<file path="src/dual_port_pkg.sv">
// Constants shared by the dual port pin logic
package dual_port_pkg;
    localparam int          PORT_WIDTH      = 8;
    localparam logic [7:0]  LATCH_RESET     = 8'hff;
    localparam int          COUNT_PIN_BIT   = 0;
    localparam int          TRIGGER_PIN_BIT = 1;
    // Bus phase: one-hot
    typedef enum logic [2:0]
    {
        PHASE_IDLE = 3'b001,
        PHASE_ADDR = 3'b010,
        PHASE_DATA = 3'b100
    } bus_phase_type;
endpackage

</file>
<file path="src/dual_io_port_pins.sv">
// Pin logic of the open-drain bus port and the pullup port
// Contract
// - First port: eight open-drain pins, pulling low only when latch zero
// - Writing one to a first-port pin releases it to float as input
// - External accesses multiplex low address then data on the first port
// - As external bus, first port uses internal pullups, not open drain
// - Programming takes code bytes from first port; verify drives them out
// - Second port: eight pins with internal pullups, low when latch zero
// - Writing one to second-port pin lets pullup hold it high as input
// - Second-port bit 0 is timer two count input and clock-out output
// - Second-port bit 1 is timer two capture/reload trigger and direction
// - In programming and verify, second port carries low byte address; the code captures it and releases the pins in programming only
`timescale 1ns/10ps
module dual_io_port_pins
    import dual_port_pkg::*;
#(
    parameter int WIDTH = PORT_WIDTH
)
(
    // Clock and reset
    input  wire logic             clk,
    input  wire logic             reset_n,
    // Core latch writes
    input  wire logic             bus_latch_we,
    input  wire logic [WIDTH-1:0] bus_latch_wdata,
    input  wire logic             pullup_latch_we,
    input  wire logic [WIDTH-1:0] pullup_latch_wdata,
    // External bus request from core
    input  wire logic             ext_addr_phase,
    input  wire logic             ext_data_phase,
    input  wire logic             ext_write,
    input  wire logic [WIDTH-1:0] ext_addr_low,
    input  wire logic [WIDTH-1:0] ext_wdata,
    // Programming mode and stored code byte
    input  wire logic             prog_mode,
    input  wire logic             verify_mode,
    input  wire logic [WIDTH-1:0] verify_code,
    // Timer two alternate functions
    input  wire logic             clock_out_en,
    input  wire logic             clock_out_level,
    // First port pin
    input  wire logic [WIDTH-1:0] open_drain_bus_port_in,
    output logic      [WIDTH-1:0] open_drain_bus_port_out,
    output logic      [WIDTH-1:0] open_drain_bus_port_oe_n,
    // Second port pin, plus the first-port pullup enable
    input  wire logic [WIDTH-1:0] pullup_port_one_in,
    output logic      [WIDTH-1:0] pullup_port_one_out,
    output logic      [WIDTH-1:0] pullup_port_one_oe_n,
    output logic      [WIDTH-1:0] pullup_port_one_pullup_en,
    output logic      [WIDTH-1:0] open_drain_bus_port_pullup_en,
    // Core side read-back
    output logic      [WIDTH-1:0] bus_pin_rdata,
    output logic      [WIDTH-1:0] pullup_pin_rdata,
    output logic      [WIDTH-1:0] ext_rdata,
    output logic      [WIDTH-1:0] prog_code,
    output logic      [WIDTH-1:0] prog_addr_low,
    output logic                  timer_two_count_input,
    output logic                  timer_two_trigger_input,
    output logic                  bus_phase_addr
);
    // ------------------------------------------------------------
    // Latches and phase
    // ------------------------------------------------------------
    logic [WIDTH-1:0] bus_latch;
    logic [WIDTH-1:0] pullup_latch;
    bus_phase_type    phase;
    bus_phase_type    next_phase;
    wire              ext_active = ext_addr_phase | ext_data_phase;

    always_ff @(posedge clk or negedge reset_n)
    begin
        if (!reset_n)
        begin
            bus_latch    <= LATCH_RESET[WIDTH-1:0];
            pullup_latch <= LATCH_RESET[WIDTH-1:0];
            phase        <= PHASE_IDLE;
        end
        else
        begin
            if (bus_latch_we)
                bus_latch <= bus_latch_wdata;
            if (pullup_latch_we)
                pullup_latch <= pullup_latch_wdata;
            phase <= next_phase;
        end
    end

    // Address before data within an access
    always_comb
    begin
        case (phase)
            PHASE_IDLE: next_phase = ext_addr_phase ? PHASE_ADDR : PHASE_IDLE;
            PHASE_ADDR: next_phase = ext_data_phase ? PHASE_DATA
                                   : (ext_addr_phase ? PHASE_ADDR
                                                     : PHASE_IDLE);
            PHASE_DATA: next_phase = ext_data_phase ? PHASE_DATA
                                   : (ext_addr_phase ? PHASE_ADDR
                                                     : PHASE_IDLE);
            default:    next_phase = PHASE_IDLE;
        endcase
    end

    // ------------------------------------------------------------
    // Drive decode
    // ------------------------------------------------------------
    // Bus drives both levels; latch and verify only pull low
    wire drive_addr = ext_addr_phase;
    wire drive_wr   = ext_data_phase & ext_write;
    wire [WIDTH-1:0] bus_value = drive_addr ? ext_addr_low : ext_wdata;
    wire [WIDTH-1:0] od_source =
        verify_mode ? verify_code : bus_latch;
    wire [WIDTH-1:0] next_bus_oe_n =
        (drive_addr | drive_wr) ? {WIDTH{1'b0}}
        : (prog_mode ? {WIDTH{1'b1}}
        : (ext_active ? {WIDTH{1'b1}} : od_source));
    wire [WIDTH-1:0] next_bus_out =
        (drive_addr | drive_wr) ? bus_value : {WIDTH{1'b0}};

    wire [WIDTH-1:0] pullup_src;
    genvar g;
    generate
        for (g = 0; g < WIDTH; g++)
        begin : gen_pullup_src
            if (g == COUNT_PIN_BIT)
                assign pullup_src[g] = clock_out_en
                    ? (pullup_latch[g] & clock_out_level)
                    : pullup_latch[g];
            else
                assign pullup_src[g] = pullup_latch[g];
        end
    endgenerate
    // Pins drive only low; the pullup holds ones
    wire [WIDTH-1:0] next_pull_oe_n =
        prog_mode ? {WIDTH{1'b1}} : pullup_src;

    // ------------------------------------------------------------
    // Registered outputs
    // ------------------------------------------------------------
    always_ff @(posedge clk or negedge reset_n)
    begin
        if (!reset_n)
        begin
            open_drain_bus_port_out       <= '0;
            open_drain_bus_port_oe_n      <= '1;
            open_drain_bus_port_pullup_en <= '0;
            pullup_port_one_out           <= '0;
            pullup_port_one_oe_n          <= '1;
            pullup_port_one_pullup_en     <= '1;
            bus_pin_rdata                 <= '0;
            pullup_pin_rdata              <= '0;
            ext_rdata                     <= '0;
            prog_code                     <= '0;
            prog_addr_low                 <= '0;
            timer_two_count_input         <= 1'b0;
            timer_two_trigger_input       <= 1'b0;
            bus_phase_addr                <= 1'b0;
        end
        else
        begin
            open_drain_bus_port_out       <= next_bus_out;
            open_drain_bus_port_oe_n      <= next_bus_oe_n;
            open_drain_bus_port_pullup_en <= {WIDTH{ext_active}};
            pullup_port_one_out           <= '0;
            pullup_port_one_oe_n          <= next_pull_oe_n;
            pullup_port_one_pullup_en     <= '1;
            bus_pin_rdata                 <= open_drain_bus_port_in;
            pullup_pin_rdata              <= pullup_port_one_in;
            if (ext_data_phase && !ext_write)
                ext_rdata <= open_drain_bus_port_in;
            if (prog_mode)
            begin
                prog_code     <= open_drain_bus_port_in;
                prog_addr_low <= pullup_port_one_in;
            end
            timer_two_count_input   <=
                pullup_port_one_in[COUNT_PIN_BIT];
            timer_two_trigger_input <=
                pullup_port_one_in[TRIGGER_PIN_BIT];
            bus_phase_addr          <= (next_phase == PHASE_ADDR);
        end
    end
endmodule

</file>
<file path="config.mk">
export PLATFORM = sky130hd
export DESIGN_NAME = dual_io_port_pins
export DESIGN_NICKNAME = d
export VERILOG_FILES = /design/src/dual_port_pkg.sv /design/src/dual_io_port_pins.sv
export SDC_FILE = /design/constraint.sdc
export NUM_CORES = 1
export LEC_CHECK = 0
export BUFFER_PORTS_ARGS = -buffer_cell sky130_fd_sc_hd__buf_2
export CAP_MARGIN = 5
export CORE_UTILIZATION = 30
export CTS_BUF_LIST = sky130_fd_sc_hd__clkbuf_2 sky130_fd_sc_hd__clkbuf_4 sky130_fd_sc_hd__clkbuf_8
export CTS_CLUSTER_SIZE = 10
export DETAILED_ROUTE_END_ITERATION = 12
export GPL_ROUTABILITY_DRIVEN = 0
export HOLD_SLACK_MARGIN = 0.15
export PLACE_DENSITY_LB_ADDON = 0.2
export SLEW_MARGIN = 20
export SYNTH_ARGS = -nofsm -noshare
export SYNTH_HDL_FRONTEND = slang
export SYNTH_SLANG_ARGS = --single-unit
</file>
<file path="constraint.sdc">
create_clock -name clk -period 1.35 [get_ports clk]
set_clock_uncertainty 0.2 [all_clocks]
set_input_delay 0.0675 -clock clk [delete_from_list [all_inputs] [get_ports clk]]
set_output_delay 0.0675 -clock clk [all_outputs]
set_load 0.02 [all_outputs]
</file>
==> results.toml <==
[sta]
tns_ns = 0
clock.fmax_ghz = 0.771
worst_pin_slew_ns = 0.500
grt_setup_unrepaired = "false"
fin_crit_sh_pct = 96.0
whs_ns = -0.117
setup-violations-final = 0
finalMaxSlewViolations = 0
finalHoldViolations = 10
slew_headroom_pct = 66.5
fin_crit_ns = 1.30

[layout]
diodes = 0
fin_util_pct = 47.1
design_area_mm2 = 0.00495
drive_gt1_share_pct = 57.6
nets = 487
instances_no_fill = 561
area_delta_synth_final_pct = 50.0

[synthesis]
synthTopCellsByArea = "dfrtp_1 39%, dfstp_2 26%, mux2_2 11%"
syn_area_mm2 = 0.00330
ys_types = 24
dominantRegCellSynth = "dfrtp_1"
syn_inst = 216
yosys.area.top_type = "dfrtp_1"
synth_top_area_share_pct = 39.5
synth_edf_count = 0
yosys_warnings = 0
ys_async_sr_fraction_pct = 100
ys_seq_area_share_pct = 65.8
syn_avg_cell_area_um2 = 15.3
ys_seq_elements = 85

[worst_setup_path]
r2r-start = "phase[0]$_DFF_PN1_"
cp_cell_sequence = "buf_2"
r2r_end = "bus_phase_addr$_DFF_PN0_"
crit_type = "reg -> out"
max_stage_delay_ns = 0.53
cpLargestDelayFamily = "flip-flops"
cp_num_buf_inv = 1
r2r_cells = 2
critPathCaptureType = "output port"
crit_required_ns = 1.08
startpoint_type = "flip-flop"
crit_slowest_cell = "dfstp_2"
worstPathMaxFanout = 1
worstPathArrival_ns = 1.03
regToRegSetupSlack_ns = 0.09

[power]
power.total_mw = 6.08
p_leak_nw = 2.37
vdd_drop_max_mv = 0.468
powerDensity_mw_per_mm2 = 1230

[floorplan]
die_area_mm2 = 0.0114
core_area_mm2 = 0.0105
die_w_um = 107
die_h_um = 107
rows = 37
start_util_pct = 31.4
io_pins = 158

[cts]
cts_buffers = 9
cts_hold_buf = 66
clk_latency_ns = 0.34
clk_pin_slew_ns = 0.08
root_buffer = "clkbuf_8"
clockBufferDepth = 2
htree_levels = 3
cts_tree = "yes"
clock-sinks = 85

[drt]
drc_errors = 0
vias_per_cell = 4.18
drt_iter0_markers = 44
drt_first_pass_iters = 4
finalWirelength_mm = 7.14
ant_nets = 0
vias = 2346
wl_per_cell_um = 12.7

[outcome]
violations = "negative hold slack"
status = "complete, but fails checks"

[global_route]
grt_pass1_vias = 2385
overflow = 0
grt_antenna_before_repair = 0
grt_max_degree = 45
grt_pass1_wl_mm = 11.6
grt_use_total_pct = 13.1

[hold_path]
min_path_type = "in -> reg"
worstHoldStart = "ext_data_phase"
min_to = "phase[2]$_DFF_PN0_"
hold_path_depth = 2

[place]
place_area_mm2 = 0.00406
port_buffers = 141
dp_cells = 479
hpwlAfterDp_mm = 4.70

[job]
drv_cap = 0
-- worst max path at each step --
stage	end	cells past startpoint	slack, ns	startpoint
after global placement	phase[1]$_DFF_PN0_	2	0.09	phase[1]$_DFF_PN0_
after floorplan	bus_phase_addr$_DFF_PN0_	2	0.15	phase[1]$_DFF_PN0_
after detailed placement	open_drain_bus_port_oe_n[4]$_DFF_PN1_	3	0.07	prog_mode
after global routing	open_drain_bus_port_oe_n[2]	1	0.003	open_drain_bus_port_oe_n[2]$_DFF_PN1_
after CTS	pullup_port_one_oe_n[1]	1	0.02	pullup_port_one_oe_n[1]$_DFF_PN1_
final	pullup_port_one_oe_n[1]	1	0.05	pullup_port_one_oe_n[1]$_DFF_PN1_
-- Yosys cell counts, types with 2 or more instances --
library cell	n
dfrtp_1	52
dfstp_2	33
mux2_2	32
buf_4	27
mux2i_1	16
a21oi_1	9
mux2_4	8
nor2_1	8
or2_2	8
buf_2	5
a21o_1	2
conb_1	2
nor4b_1	2
o31a_1	2
-- report_power, final --
group          total (mW)  internal, mW  switching [mW]
Sequential           3.01          2.87           0.139
Clock                1.85         0.915           0.937
Combinational        1.22         0.587           0.629
Total                6.08          4.37            1.71
-- what timing repair did --
item / in CTS / in global routing
gates resized for setup: 0 / 5
setup buffers: 0 / 0
endpoints found under the setup margin: 0 / 5
endpoints found under the hold margin: 163 / 36
-- metrics by stage --
step | worst slack [ns] | hold slack (ns)
after floorplan | 0.155 | -0.428
after global placement | 0.0883 | -0.327
after detailed placement | 0.0700 | -0.327
after CTS | 0.0169 | -0.142
after global routing | 0.00260 | -0.136
final | 0.0534 | -0.117
-- cell families (layout without fill, tap and decap cells) --
logic type | count (synthesis) | after routing | synth area share [%]
AOI/OAI and AO/OA | 14 | 14 | 2.54
DFF | 85 | 85 | 65.8
buffers and inverters | 34 | 229 | 7.36
xor gates and xnor gates | 1 | 1 | 0.266
and+or+nand+nor | 24 | 24 | 4.40
muxes | 56 | 56 | 19.4
other | 2 | 16 | 0.228
-- registers in the layout (all words and copies together) (netlist names) --
register and count:
ext_rdata 8, open_drain_bus_port_oe_n 8, phase 3, pullup_pin_rdata 8
bus_phase_addr 1, open_drain_bus_port_out 8, prog_code 8, pullup_port_one_oe_n 8
pullup_latch 8, open_drain_bus_port_pullup_en 1, prog_addr_low 8, bus_pin_rdata 8
bus_latch 8
-- final cells by class --
cell class / instances / area [um2]
fillers: 938 / 5560
flip-flops and latches: 85 / 2170
repair buffers: 212 / 1450
multi-input cells: 111 / 945
well taps: 136 / 170
clock buffers: 10 / 138
clock inverters: 6 / 70.1
inverters: 1 / 3.75
-- cell usage in the layout (no fill, tap or decap), types with 2 or more instances in the layout --
| cell | instances |
|---|---|
| or2_2 | 8 |
| dfstp_2 | 33 |
| a21oi_1 | 9 |
| dlygate4sd3_1 | 66 |
| buf_4 | 5 |
| mux2i_1 | 16 |
| a21o_1 | 2 |
| buf_12 | 3 |
| clkinvlp_4 | 3 |
| nor2_1 | 8 |
| mux2_4 | 8 |
| dfrtp_1 | 52 |
| clkbuf_8 | 10 |
| o31a_1 | 2 |
| mux2_2 | 32 |
| conb_1 | 16 |
| buf_2 | 137 |
-- routing by layer --
layer	part of all wire [%]	global-route usage [%]
met3	6.9	3.77
met1	44	16.5
met4	1.7	4.99
met2	48	21.4
met5	0	0
Power figures use the tool's default switching activity.
